===== src/hw/icd_pkg.sv =====
// Package for the instruction class decoder: opcode constants, class codes
// and the carrier structs. Assumes a 32-bit core with word-aligned fetch.
package icd_pkg;

  // Instruction word geometry
  localparam int ICD_WORD_W = 32;
  localparam int ICD_PO_MSB = 31;
  localparam int ICD_PO_LSB = 26;
  localparam int ICD_XO_MSB = 10;
  localparam int ICD_XO_LSB = 1;
  localparam int ICD_XO5_MSB = 5;
  localparam int ICD_XO5_LSB = 1;
  localparam int ICD_ALIGN_LSB = 2;
  localparam int ICD_REGSET_N = 32;
  localparam int ICD_RT_LSB = 21;
  localparam int ICD_RA_LSB = 16;
  localparam int ICD_RB_LSB = 11;

  // Zero primary opcode, then the primary opcodes that carry an extended opcode
  localparam logic [5:0] ICD_PO_NONE = 6'h00;
  localparam logic [5:0] ICD_PO_SC = 6'h11;
  localparam logic [5:0] ICD_PO_BRCR = 6'h13;
  localparam logic [5:0] ICD_PO_INTX = 6'h1f;
  localparam logic [5:0] ICD_PO_FPS = 6'h3b;
  localparam logic [5:0] ICD_PO_FPD = 6'h3f;

  // Extended opcodes of the unimplemented optional instructions
  localparam logic [4:0] ICD_XO_SQRT = 5'h16;
  localparam logic [9:0] ICD_XO_TLBALL = 10'h172;

  // Reset value of the class register in the output stage
  localparam logic [1:0] ICD_CLASS_RST = 2'h0;

  // Instruction class codes
  typedef enum logic [1:0] {
    ICD_CLASS_DEFINED = 2'b00,
    ICD_CLASS_RESERVED = 2'b01,
    ICD_CLASS_ILLEGAL = 2'b10
  } icd_class_e;

  // Fetch-side request
  typedef struct packed {
    logic valid;
    logic [31:0] word;
    logic [31:0] addr;
  } icd_fetch_s;

  // Decode result to execution and exception logic
  typedef struct packed {
    logic valid;
    icd_class_e iclass;
    logic exc_req;
    logic misalign;
    logic mem_op;
    logic fp_op;
    logic [4:0] rt;
    logic [4:0] ra;
    logic [4:0] rb;
  } icd_result_s;

endpackage


===== src/hw/icd_xo_table.sv =====
// Extended-opcode lookup for the system and float primary opcodes.
// Assumes the caller has already split out the primary and extended fields.
`timescale 1ns/1ps
module icd_xo_table
  import icd_pkg::*;
(
  // Opcode fields
  input wire logic [5:0] po,
  input wire logic [9:0] xo,
  // Lookup answer
  output logic assigned
);

  // Assigned extended opcodes for this 32-bit core
  always_comb begin
    assigned = 1'b0;
    unique case (po)
      ICD_PO_SC: assigned = 1'b0;
      ICD_PO_FPS: begin
        unique case (xo[4:0])
          5'h12, 5'h14, 5'h15, 5'h18, 5'h19, 5'h1c, 5'h1d,
          5'h1e, 5'h1f: assigned = 1'b1;
          default: assigned = 1'b0;
        endcase
      end
      ICD_PO_FPD: begin
        unique case (xo[4:0])
          5'h12, 5'h14, 5'h15, 5'h17, 5'h19, 5'h1a, 5'h1c, 5'h1d,
          5'h1e, 5'h1f: assigned = 1'b1;
          default: begin
            unique case (xo)
              10'h000, 10'h00c, 10'h00e, 10'h00f, 10'h020, 10'h026,
              10'h028, 10'h040, 10'h046, 10'h048, 10'h086,
              10'h088, 10'h108, 10'h247, 10'h2c7: assigned = 1'b1;
              default: assigned = 1'b0;
            endcase
          end
        endcase
      end
      default: assigned = 1'b0;
    endcase
  end

endmodule // icd_xo_table


===== src/hw/icd_decoder.sv =====
// Instruction class decoder: classifies each fetched word as defined,
// reserved or illegal and raises a program exception request.
// Assumes fetch data is on the core clock; results are one cycle later.
//
// Notes on behaviour
// RL1: Words are four bytes, word aligned; a misaligned fetch is flagged.
// RL2: Thirty-two integer registers serve byte, half-word and word transfers.
// RL3: Thirty-two float registers serve word and double-word transfers.
// RL4: Arithmetic and logic never touch memory; only loads and stores do.
// RL5: Class from primary and extended opcode; unmatched ones are illegal.
// RL6: Primary opcodes 1,4,5,6,9,22,56,60,61 decode as illegal.
// RL7: Primary opcodes 2,30,58,62 are 64-bit only and decode illegal.
// RL8: Unassigned extended opcodes under 17,19,31,59,63 decode illegal.
// RL9: Extended opcodes of 64-bit-only instructions decode illegal here.
// RL10: An all-zero word is always illegal.
// RL11: Zero primary opcode with other bits set is reserved.
// RL12: Any illegal instruction requests the illegal-instruction exception.
// RL13: Square roots and invalidate-all-TLB are unimplemented and trap.
// RL14: Unimplemented reserved instructions raise the program exception.
// RL15: Required custom encodings are unimplemented and treated as reserved.
// RL16: Bad reserved-field bits never raise privilege or program rights.
// RL17: Class code and exception flag are produced together each decode cycle.
`timescale 1ns/1ps
module icd_decoder
  import icd_pkg::*;
#(
  parameter int REGSET_N = ICD_REGSET_N
) (
  // Clock and reset
  input wire logic clk,
  input wire logic rst_n,
  // Fetch side
  input wire icd_fetch_s fetch,
  // Execution and exception side
  output icd_result_s result
);

  // Field extraction helpers
  function automatic logic [5:0] prim_op(input logic [31:0] w);
    prim_op = w[ICD_PO_MSB:ICD_PO_LSB];
  endfunction

  function automatic logic [4:0] reg_field(input logic [31:0] w,
                                           input int lsb);
    reg_field = 5'(w >> lsb) & 5'(REGSET_N - 1);
  endfunction

  // Primary opcodes that are only load or store
  function automatic logic is_load_store(input logic [5:0] po);
    is_load_store = (po >= 6'h20) && (po <= 6'h37);
  endfunction

  function automatic logic is_fp_load_store(input logic [5:0] po);
    is_fp_load_store = (po >= 6'h30) && (po <= 6'h37);
  endfunction

  // Assigned extended opcodes under the integer group opcode
  function automatic logic intx_assigned(input logic [9:0] x);
    unique case (x)
      10'h000, 10'h008, 10'h00a, 10'h00b,
      10'h013, 10'h014, 10'h017, 10'h018,
      10'h01a, 10'h01c, 10'h020, 10'h028,
      10'h036, 10'h037, 10'h03c, 10'h04b,
      10'h053, 10'h056, 10'h057, 10'h068,
      10'h077, 10'h07c, 10'h088, 10'h08a,
      10'h090, 10'h092, 10'h096, 10'h097,
      10'h0b7, 10'h0c8, 10'h0ca, 10'h0d2,
      10'h0d7, 10'h0e2, 10'h0ea, 10'h0eb,
      10'h0f2, 10'h0f6, 10'h0f7, 10'h116,
      10'h117, 10'h11c, 10'h132, 10'h136,
      10'h137, 10'h13c, 10'h153, 10'h157,
      10'h173, 10'h177, 10'h19c, 10'h1b6,
      10'h1b7, 10'h1bc, 10'h1c3, 10'h1cb,
      10'h1d3, 10'h1d6, 10'h1dc, 10'h1eb,
      10'h200, 10'h208, 10'h215, 10'h216,
      10'h217, 10'h218, 10'h236, 10'h237,
      10'h253, 10'h255, 10'h256, 10'h257,
      10'h277, 10'h293, 10'h295, 10'h296,
      10'h297, 10'h2b7, 10'h2d5, 10'h2d7,
      10'h2f7, 10'h316, 10'h318, 10'h338,
      10'h356, 10'h392, 10'h396, 10'h39a,
      10'h3ba, 10'h3d6, 10'h3d7, 10'h3f6,
      10'h1e8, 10'h3e8, 10'h1ca, 10'h2e8,
      10'h2ea, 10'h3ca, 10'h3eb, 10'h1f6: intx_assigned = 1'b1;
      default: intx_assigned = 1'b0;
    endcase
  endfunction

  // Assigned extended opcodes under the branch and condition opcode
  function automatic logic brcr_assigned(input logic [9:0] x);
    unique case (x)
      10'h000, 10'h010, 10'h021, 10'h032,
      10'h081, 10'h096, 10'h0c1, 10'h0e1,
      10'h0ff, 10'h101, 10'h121, 10'h1a1,
      10'h1c1, 10'h210: brcr_assigned = 1'b1;
      default: brcr_assigned = 1'b0;
    endcase
  endfunction

  logic [5:0] po;
  logic [9:0] xo;
  logic xo_assigned;
  logic po_future;
  logic po_wide;
  logic po_extended;
  logic unimpl_opt;
  logic misalign;
  logic mem_op;
  logic fp_op;
  icd_class_e class_next;
  logic exc_next;
  logic xo_known;
  logic valid_reg;
  icd_class_e class_reg;
  logic exc_reg;
  logic misalign_reg;
  logic mem_reg;
  logic fp_reg;
  logic [4:0] rt_reg;
  logic [4:0] ra_reg;
  logic [4:0] rb_reg;
  icd_result_s result_next;

  assign po = prim_op(fetch.word);
  assign xo = fetch.word[ICD_XO_MSB:ICD_XO_LSB];

  // Extended-opcode lookup
  icd_xo_table u_xo_table (
    .po(po),
    .xo(xo),
    .assigned(xo_assigned)
  );

  // Integer and branch tables are local; the module keeps system and float
  assign xo_known = (po == ICD_PO_INTX) ? intx_assigned(xo) :
                    (po == ICD_PO_BRCR) ? brcr_assigned(xo) : xo_assigned;

  // Opcode groups
  always_comb begin
    po_future = 1'b0;
    po_wide = 1'b0;
    po_extended = 1'b0;
    unique case (po)
      6'h01, 6'h04, 6'h05, 6'h06, 6'h09, 6'h16, 6'h38, 6'h3c,
      6'h3d: po_future = 1'b1; // RL6
      6'h02, 6'h1e, 6'h3a, 6'h3e: po_wide = 1'b1; // RL7
      ICD_PO_SC, ICD_PO_BRCR, ICD_PO_INTX, ICD_PO_FPS,
      ICD_PO_FPD: po_extended = 1'b1;
      default: begin
        po_future = 1'b0;
      end
    endcase
  end

  // Optional instructions that this core leaves to software
  assign unimpl_opt = ((po == ICD_PO_FPS || po == ICD_PO_FPD) &&
                       fetch.word[ICD_XO5_MSB:ICD_XO5_LSB] == ICD_XO_SQRT)
                    || (po == ICD_PO_INTX && xo == ICD_XO_TLBALL); // RL13

  // Word alignment of the fetch address
  assign misalign = |fetch.addr[ICD_ALIGN_LSB-1:0]; // RL1

  // Only load/store opcodes reach memory
  assign mem_op = is_load_store(po); // RL4
  assign fp_op = is_fp_load_store(po) || po == ICD_PO_FPS ||
                 po == ICD_PO_FPD;

  // Class decision, first match wins; the all-zero test leads because
  // an all-zero word also carries a zero primary opcode
  always_comb begin
    class_next = ICD_CLASS_DEFINED;
    if (fetch.word == '0) begin
      class_next = ICD_CLASS_ILLEGAL; // RL10
    end else if (po == ICD_PO_NONE) begin
      class_next = ICD_CLASS_RESERVED; // RL11 RL15
    end else if (po_future || po_wide) begin
      class_next = ICD_CLASS_ILLEGAL; // RL6 RL7
    end else if (unimpl_opt) begin
      class_next = ICD_CLASS_ILLEGAL; // RL13
    end else if (po_extended && !xo_known) begin
      class_next = ICD_CLASS_ILLEGAL; // RL5 RL8 RL9
    end else begin
      class_next = ICD_CLASS_DEFINED; // RL5
    end
  end

  // No reserved encoding is implemented, so every reserved one traps;
  // a trap never changes privilege, keeping results bounded
  assign exc_next = (class_next != ICD_CLASS_DEFINED) ||
                    misalign; // RL12 RL14 RL16 RL17

  // Result assembly; register numbers index the 32-entry sets
  always_comb begin
    result_next = '0;
    result_next.valid = fetch.valid;
    result_next.iclass = class_next; // RL17
    result_next.exc_req = fetch.valid && exc_next; // RL17
    result_next.misalign = fetch.valid && misalign; // RL1
    result_next.mem_op = mem_op && (class_next == ICD_CLASS_DEFINED);
    result_next.fp_op = fp_op && (class_next == ICD_CLASS_DEFINED);
    result_next.rt = reg_field(fetch.word, ICD_RT_LSB); // RL2 RL3
    result_next.ra = reg_field(fetch.word, ICD_RA_LSB); // RL2 RL3
    result_next.rb = reg_field(fetch.word, ICD_RB_LSB);
  end

  // Output stage, one flop group per concern
  // Result valid, the fetch strobe one cycle on
  always_ff @(posedge clk or negedge rst_n) begin
    if (!rst_n) begin
      valid_reg <= 1'b0;
    end else begin
      valid_reg <= result_next.valid;
    end
  end

  // Class code
  always_ff @(posedge clk or negedge rst_n) begin
    if (!rst_n) begin
      class_reg <= icd_class_e'(ICD_CLASS_RST);
    end else begin
      class_reg <= result_next.iclass; // RL17
    end
  end

  // Exception request
  always_ff @(posedge clk or negedge rst_n) begin
    if (!rst_n) begin
      exc_reg <= 1'b0;
    end else begin
      exc_reg <= result_next.exc_req; // RL12 RL17
    end
  end

  // Misalignment flag
  always_ff @(posedge clk or negedge rst_n) begin
    if (!rst_n) begin
      misalign_reg <= 1'b0;
    end else begin
      misalign_reg <= result_next.misalign; // RL1
    end
  end

  // Memory access kind
  always_ff @(posedge clk or negedge rst_n) begin
    if (!rst_n) begin
      mem_reg <= 1'b0;
    end else begin
      mem_reg <= result_next.mem_op; // RL4
    end
  end

  // Float access kind
  always_ff @(posedge clk or negedge rst_n) begin
    if (!rst_n) begin
      fp_reg <= 1'b0;
    end else begin
      fp_reg <= result_next.fp_op;
    end
  end

  // Target register field
  always_ff @(posedge clk or negedge rst_n) begin
    if (!rst_n) begin
      rt_reg <= 5'h00;
    end else begin
      rt_reg <= result_next.rt;
    end
  end

  // First source register field
  always_ff @(posedge clk or negedge rst_n) begin
    if (!rst_n) begin
      ra_reg <= 5'h00;
    end else begin
      ra_reg <= result_next.ra;
    end
  end

  // Second source register field
  always_ff @(posedge clk or negedge rst_n) begin
    if (!rst_n) begin
      rb_reg <= 5'h00;
    end else begin
      rb_reg <= result_next.rb;
    end
  end

  // Result port comes straight from the flops
  always_comb begin
    result = '0;
    result.valid = valid_reg;
    result.iclass = class_reg;
    result.exc_req = exc_reg;
    result.misalign = misalign_reg;
    result.mem_op = mem_reg;
    result.fp_op = fp_reg;
    result.rt = rt_reg;
    result.ra = ra_reg;
    result.rb = rb_reg;
  end

endmodule // icd_decoder


===== config.mk =====
export PLATFORM = sky130hd
export DESIGN_NAME = icd_decoder
export DESIGN_NICKNAME = d
export VERILOG_FILES = /design/src/hw/icd_pkg.sv /design/src/hw/icd_xo_table.sv /design/src/hw/icd_decoder.sv
export SDC_FILE = /design/constraint.sdc
export NUM_CORES = 1
export LEC_CHECK = 0
export BUFFER_PORTS_ARGS = -buffer_cell sky130_fd_sc_hd__buf_2
export CAP_MARGIN = 0
export CORE_ASPECT_RATIO = 0.5
export CORE_UTILIZATION = 35
export DETAILED_ROUTE_END_ITERATION = 7
export SYNTH_ARGS = -nofsm -noshare
export SYNTH_HDL_FRONTEND = slang
export SYNTH_SLANG_ARGS = --single-unit
export TNS_END_PERCENT = 20

===== constraint.sdc =====
create_clock -name clk -period 1.14 [get_ports clk]
set_input_delay 0.057 -clock clk [delete_from_list [all_inputs] [get_ports clk]]
set_output_delay 0.057 -clock clk [all_outputs]
set_load 0.005 [all_outputs]

== Word level (Yosys, flattened, before mapping) ==
Memories as Yosys holds them, arrays and structs flattened.
Index checks and enable logic that the tools add are counted.
Storage, ports and cells
  ROM bits: 32
  output and inout bits: 22
  memories: 1
  word-level logic and storage cells: 209
  input port bits: 67
  bits in registers: 22
Memory list
  (name not given): words 32, width 1, rd ports 1, clocked after Yosys merged registers in 0, write ports 0, line icd_xo_table.sv:20  | unique case (xo[4:0])
Cells by class
  order comparisons: 3
  equality and inequality tests: 152
  reductions and logical operators: 29
  muxes and demuxes: 15
Operators by type and width (number)
  10-bit equality test (second input constant): 40
  10-bit by 9-bit equality test with 1-bit output (second input constant): 30
  10-bit by 8-bit equality test with 1-bit output (second input constant): 22
  10-bit by 7-bit equality test with 1-bit output (second input constant): 10
  100-bit OR reduction: 1
  10-bit by 6-bit equality test with 1-bit output (second input constant): 8
  10-bit by 5-bit equality test with 1-bit output (second input constant): 7
  10-bit by 4-bit equality test with 1-bit output (second input constant): 6
  5-bit equality test (second input constant): 11
  6-bit equality test (second input constant): 7
  32-bit logical NOT: 1
  6-bit by 5-bit equality test with 1-bit output (second input constant): 5
  6-bit by 3-bit equality test with 1-bit output (second input constant): 3
  15-bit OR reduction: 1
  14-bit OR reduction: 1
  6-bit >= comparator (second input constant): 2
  10-bit logical NOT: 1
  2-bit 2-to-1 mux: 5
  10-bit OR reduction: 1
  1-bit logical AND: 9
  1-bit 2-to-1 mux: 9
  9-bit OR reduction: 1
  6-bit by 1-bit equality test with 1-bit output (second input constant): 1
  6-bit by 2-bit equality test with 1-bit output (second input constant): 1
  11 further kinds: 16

== Logic depth before layout (Yosys ltp) ==
Gate-level depths: netlist (run 1).
  depth after elaboration: 17
  gate-level depth with buffers: 10

== Hierarchy ==
A second synthesis (run 1) with hierarchy kept.
Second synthesis, totals
  cells, all modules: 297
  area, all modules: 2307.2 µm²
Modules (own cells, without submodules)
  icd_decoder: area an instance 2054.5 µm², seq. area each 550.5 µm², cells each 258, instances 1
  icd_xo_table: area an instance 252.7 µm², seq. area each 0.0 µm², cells each 39, instances 1

== Worst setup path after synthesis (run 1) ==
No wires, ideal clock.
  path kind: in2reg
  from: in fetch[35] (netlist bit)
  to: reg exc_reg
  setup slack: -0.652 ns
  arrival: 1.663 ns
  cell stages on the path: 9
  path buffers: 2
  cells stage by stage: buf_4 > buf_2 > nor3_1 > nor2_1 > o41ai_1 > a31oi_1 > a221oi_1 > nor4b_2 > o41a_1
RTL lines
  from (decl): line icd_decoder.sv:33  | input wire icd_fetch_s fetch,
  to (signal assigned): line icd_decoder.sv:230  | exc_reg <= result_next.exc_req;
  to (decl): line icd_decoder.sv:115  | logic exc_reg;

==> flow_summary.json, run 1 <==
{
  "ys_seq_area_share_pct": 24.9,
  "wire_per_inst_um": 16.2,
  "synth-edff-count": 0,
  "syn-instance-count": 276,
  "drt_iter0_drc": 165,
  "synth_cell_types": 64,
  "place_congestion": 0.929,
  "grt_first_pass_wirelength_um": 13300,
  "grt-ovfl-total": 0,
  "async_flop_share_pct": 100,
  "dp_hpwl_um": 6240,
  "drc": 0,
  "cts_tree": "done",
  "hold_start": "fetch[56]",
  "ctsLongestPathBuffers": 2,
  "worstPathRequired_ps": 1260,
  "path_buf_inv": 2,
  "die_h_um": 58.2,
  "synth_area_um2": 2210,
  "power.total_mw": 2.50,
  "grt_use_total_pct": 25.1,
  "hold_violations": 0,
  "worstSetupEndpointType": "register",
  "setup-violations-final": 3,
  "path_cells": "buf_4 -> buf_6 -> nor2b_4 -> and2_4 -> or3b_4 -> o2111ai_2 -> nor4_2 -> nor4b_4 -> o41a_1",
  "start_util_pct": 36.4,
  "cts.sinks": 22,
  "cts_made_buffers": 3,
  "drive_above_1_share_pct": 48.7,
  "whs_path_depth": 2,
  "maxCapViolCount": 0,
  "clk_pin_slew_ps": 50,
  "diodes": 0,
  "rsz0062_at_grt": "yes",
  "power.density_nw_per_um2": 690,
  "drtAntennaViolNets": 0,
  "htreeDepth": 1,
  "max_stage_delay_ps": 380,
  "ys_top_cells_by_area": "dfrtp_1 25%, buf_4 4.8%, nand2_1 4.1%",
  "worst_pin_slew_ps": 472,
  "synth-seq-cells": 22,
  "outcome": "finished, violations left",
  "cp_slowest_cell": "or3b_4",
  "pin_count": 89,
  "min_to": "rt_reg[3]$_DFF_PN0_",
  "fin_ws_ps": -539,
  "max_freq_ghz": 0.595,
  "worstSetupStartpointType": "primary input",
  "port_buffers": 58,
  "leakage_nw": 1.61,
  "grt_pass1_vias": 2695,
  "synth_commonest_cells": "24 x nand2_1, 22 x dfrtp_1, 17 x nor2_1",
  "first_pass_iters": 5,
  "ir_drop_mv": 0.575,
  "placedCellCount": 483,
  "worstPathArrival_ps": 1800,
  "area_growth_pct": 63.6,
  "synth_most_common_cell": "nand2_1",
  "path_delay_family": "simple AND/OR/NAND/NOR gates",
  "fin_nets": 486,
  "drv_slew": 0,
  "syn_nets": 343,
  "critPathMaxFanout": 8,
  "cts-root-buf": "clkbuf_16",
  "via_count": 2754,
  "slew_headroom_pct": 68.5,
  "rows": 20,
  "violations": "setup timing",
  "synth_warnings": 0,
  "fin_crit_sh_pct": 147,
  "dieArea_um2": 6660,
  "min_period_ps": 1680,
  "antenna_found_initial": 0,
  "synth_largest_area_cell": "dfrtp_1",
  "grt_max_degree": 23,
  "syn_avg_cell_area_um2": 8.01,
  "synth_ff_type": "dfrtp_1",
  "viasPerCell": 5.45,
  "core_um2": 6080,
  "min_path_type": "in2reg",
  "yosysTopAreaCellShare_pct": 24.9,
  "crit_type": "in2reg",
  "die_x_um": 114,
  "final_cells": 505,
  "routed_wl_um": 8170
}
==> report_power, final <==
| group | internal [mW] | leakage [nW] | switching, mW |
|---|---|---|---|
| logic | 0.493 | 1.31 | 0.483 |
| registers | 0.823 | 0.263 | 0.0108 |
| clock network | 0.461 | 0.0370 | 0.226 |
==> layer usage <==
layer	vias up	global-route usage, %	share of wire, %
met1	1321	34.4	47
li1	1321	-	-
met2	104	44.2	47
met4	0	5.19	1.0
met5	-	0	0
met3	8	1.57	5.0
==> through the flow <==
step	instance area [um2]	hold WS, ps	setup slack (ps)	util (%)	TNS, ps
4_1_cts	3540	17.6	-555	58.3	-1550
6_report	3620	18.1	-539	59.5	-1540
3_3_place_gp	3140	20.9	-1010	51.7	-3000
3_5_place_dp	3140	33.3	-989	51.7	-2970
5_1_grt	3620	28.6	-694	59.5	-1940
2_1_floorplan	2270	-239	-569	-	-1680
==> kinds of logic (layout without fill, tap and decap cells) <==
family	Yosys count	after routing	share of synthesized area, %
xor+xnor	7	7	2.77
mux	1	1	0.453
flops	22	22	24.9
buf+inv	41	182	12.3
simple gates	143	143	39.2
compound gates	62	62	20.4
==> placed cells by master, fill, tap and decap left out, types with 5 or more instances in the layout <==
cell type / synthesis / layout
buf_4: 14 / 96
buf_2: 10 / 50
nand2_1: 24 / 24
dfrtp_1: 22 / 22
nor2_1: 17 / 14
nor4_1: 14 / 13
dlygate4sd3_1: 0 / 11
buf_6: 7 / 11
nor3_1: 12 / 10
nand4_1: 10 / 10
nand3_1: 8 / 8
nand2b_1: 9 / 8
a21oi_1: 9 / 8
a31oi_1: 7 / 7
o21ai_0: 8 / 7
nand3b_1: 6 / 6
inv_1: 6 / 6
o211ai_1: 5 / 5
==> worst max path at each step <==
stage | end | slack, ps | startpoint | cells past startpoint
3_3_place_gp | class_reg[1]$_DFF_PN0_ | -1010 | fetch[35] | 9
4_1_cts | exc_reg$_DFF_PN0_ | -560 | fetch[37] | 8
2_1_floorplan | exc_reg$_DFF_PN0_ | -570 | fetch[35] | 9
5_1_grt | exc_reg$_DFF_PN0_ | -690 | fetch[39] | 11
6_report | exc_reg$_DFF_PN0_ | -540 | fetch[35] | 9
3_5_place_dp | class_reg[1]$_DFF_PN0_ | -990 | fetch[35] | 9
==> timing repair <==
item / CTS / global route
setup buffers: 7 / 1
gates resized for setup: 37 / 15
hold buffers: 11 / 0
hold endpoints to repair: 32 / 0
endpoints found under the setup margin: 3 / 3
cloned: 0 / 0
pin swaps: 12 / 12
==> cell type report <==
cell class              count  area (um2)
well taps                  88         110
clock buffers               3        75.1
flip-flops and latches     22         551
repair buffers            172        1280
inverters                   7        26.3
multi-input cells         213        1580
fillers                   540        2460
Note: power is estimated with default switching activity, not from simulation.
==> run 2, diff against run 1 <==
--- a/config.mk
+++ b/config.mk
@@ -7,9 +7,12 @@
 export LEC_CHECK = 0
 export BUFFER_PORTS_ARGS = -buffer_cell sky130_fd_sc_hd__buf_2
 export CAP_MARGIN = 0
+export CELL_PAD_IN_SITES_DETAIL_PLACEMENT = 0
+export CELL_PAD_IN_SITES_GLOBAL_PLACEMENT = 2
 export CORE_ASPECT_RATIO = 0.5
-export CORE_UTILIZATION = 35
+export CORE_UTILIZATION = 29
 export DETAILED_ROUTE_END_ITERATION = 7
+export PLACE_DENSITY_LB_ADDON = 0.1
 export SYNTH_ARGS = -nofsm -noshare
 export SYNTH_HDL_FRONTEND = slang
 export SYNTH_SLANG_ARGS = --single-unit
==> run 2 against run 1 <==
Compared with the run above:
- the run ends with DRC, setup timing left
- total power is 5.6% higher
- via count is 2.6% lower
- combinational power hardly changed
- critical path type unchanged
- critical endpoint unchanged
==> flow_summary.json, run 2 (same netlist as run 1, synthesis figures left out) <==
{
  "outcome": "finished, violations left",
  "violations": "DRC, setup timing",
  "ir_drop_mv": 0.486,
  "port_buffers": 58,
  "drive_above_1_share_pct": 47.9,
  "dp_hpwl_um": 6750,
  "most-common-layout-cells": "91 x buf_4, 53 x buf_2, 24 x nand2_1",
  "htreeDepth": 1,
  "worstSetupStartpointType": "primary input",
  "drv_slew": 0,
  "fin_tns_setup_ps": -1840,
  "cts-root-buf": "clkbuf_16",
  "max_freq_ghz": 0.559,
  "diodes": 0,
  "power.total_mw": 2.64,
  "power_frac_comb_pct": 38.2,
  "cp_slowest_cell": "a311oi_2",
  "p_int_mw": 1.86,
  "cts_made_buffers": 3,
  "min_path_type": "in2reg",
  "wl_met3_um": 411,
  "worstPathRequired_ps": 1270,
  "p_sw_share_pct": 29.3,
  "grt_first_pass_wirelength_um": 14200,
  "core_um2": 7350,
  "critPathMostFrequentCell": "buf_4",
  "worstSetupEndpointType": "register",
  "worst_pin_slew_ps": 466,
  "grt-ovfl-total": 0,
  "place_congestion": 0.917,
  "clockPowerShare_pct": 30.2,
  "antenna_found_initial": 0,
  "via_count": 2683,
  "top_layer": "met4",
  "drc": 10,
  "final_common_cell": "buf_4",
  "place_ws_ps": -1000,
  "crit_start": "fetch[33]",
  "crit_type": "in2reg",
  "critPathCapture": "exc_reg$_DFF_PN0_",
  "min_period_ps": 1790,
  "slew_headroom_pct": 69.0,
  "rows": 22,
  "max_stage_delay_ps": 350,
  "power.density_nw_per_um2": 708,
  "power_switching_mw": 0.772,
  "hold_violations": 0,
  "cts.sinks": 22,
  "viasPerCell": 5.20,
  "fin_ws_ps": -650,
  "clk_pin_slew_ps": 50,
  "critPathMaxFanout": 10,
  "pwr-share-seq_pct": 31.6,
  "grt_pass1_vias": 2651,
  "leakage_nw": 1.63,
  "placedCellCount": 493,
  "ctsLongestPathBuffers": 2,
  "routed_wl_um": 8650,
  "fin_nets": 488,
  "pin_count": 89,
  "cts_tree": "done",
  "dr_wl_met2_um": 3870,
  "start_util_pct": 30.1,
  "wire_per_inst_um": 16.8,
  "routedLengthMet1_um": 4320,
  "grt_max_degree": 23,
  "rsz0062_at_grt": "yes",
  "area_growth_pct": 68.5,
  "drtAntennaViolNets": 0,
  "die_h_um": 63.7,
  "dieArea_um2": 8000,
  "die_x_um": 125,
  "drt_iter0_drc": 170,
  "grt_use_total_pct": 22.3,
  "fin_crit_sh_pct": 157,
  "maxCapViolCount": 0,
  "first_pass_iters": 7,
  "setup-violations-final": 3,
  "final_cells": 516,
  "path_cells": "buf_4 -> buf_4 -> buf_4 -> nor3_1 -> o21ai_1 -> a31oi_2 -> a2111oi_4 -> a311oi_2 -> nor4b_4 -> o41a_1",
  "worstPathArrival_ps": 1920
}
run 2: repair_timing:
action | CTS | global route
hold buffers | 17 | 0
pin swaps | 11 | 5
buffers inserted | 2 | 0
gates resized for setup | 32 | 12
setup endpoints to repair | 3 | 3
hold endpoints to repair | 38 | 0
run 2: worst min path at each step:
| stage | start | depth (start not counted) | to |
|---|---|---|---|
| floorplan | rst_n | 0 | class_reg[0]$_DFF_PN0_ |
| global placement | rst_n | 1 | mem_reg$_DFF_PN0_ |
| detailed placement | rst_n | 1 | mem_reg$_DFF_PN0_ |
| CTS | fetch[0] | 2 | misalign_reg$_DFF_PN0_ |
| global route | fetch[0] | 2 | misalign_reg$_DFF_PN0_ |
| finish | fetch[0] | 2 | misalign_reg$_DFF_PN0_ |
run 2: per-layer routing:
| metal | global-route usage, % | vias up |
|---|---|---|
| li1 | - | 1330 |
| met1 | 31.9 | 1278 |
| met2 | 36.9 | 70 |
| met3 | 1.93 | 5 |
| met4 | 4.12 | 0 |
| met5 | 0 | - |
run 2: critical path, delay by kind of cell:
kind | cells | cell delay [ps]
AO/OA/AOI/OAI | 5 | 1060
buffers and inverters | 3 | 470
AND/OR/NAND/NOR | 2 | 320
run 2: layout make-up:
type | instances | area, um2
Multi-Input combinational cell | 213 | 1630
Sequential cell | 22 | 551
Timing Repair Buffer | 174 | 1310
Clock buffer | 4 | 88.8
Inverter | 7 | 26.3
Fill cell | 739 | 3620
Tap cell | 96 | 120
run 2: power by group through the flow:
stage,Clock [mW],Combinational [mW],Sequential (mW)
2_1_floorplan,0,0.428,0.852
3_3_place_gp,0,0.871,0.846
3_5_place_dp,0,0.873,0.847
4_1_cts,0.816,0.978,0.833
5_1_grt,0.842,1.09,0.837
6_report,0.795,1.01,0.833
run 2: metrics by stage:
step | area (um2) | hold slack [ps] | utilization, %
6_report | 3720 | 27.2 | 50.7
5_1_grt | 3720 | 41.6 | 50.7
4_1_cts | 3650 | 24.6 | 49.7
3_5_place_dp | 3220 | 35.4 | 43.8
3_3_place_gp | 3220 | 24.9 | 43.8
2_1_floorplan | 2270 | -239 | -
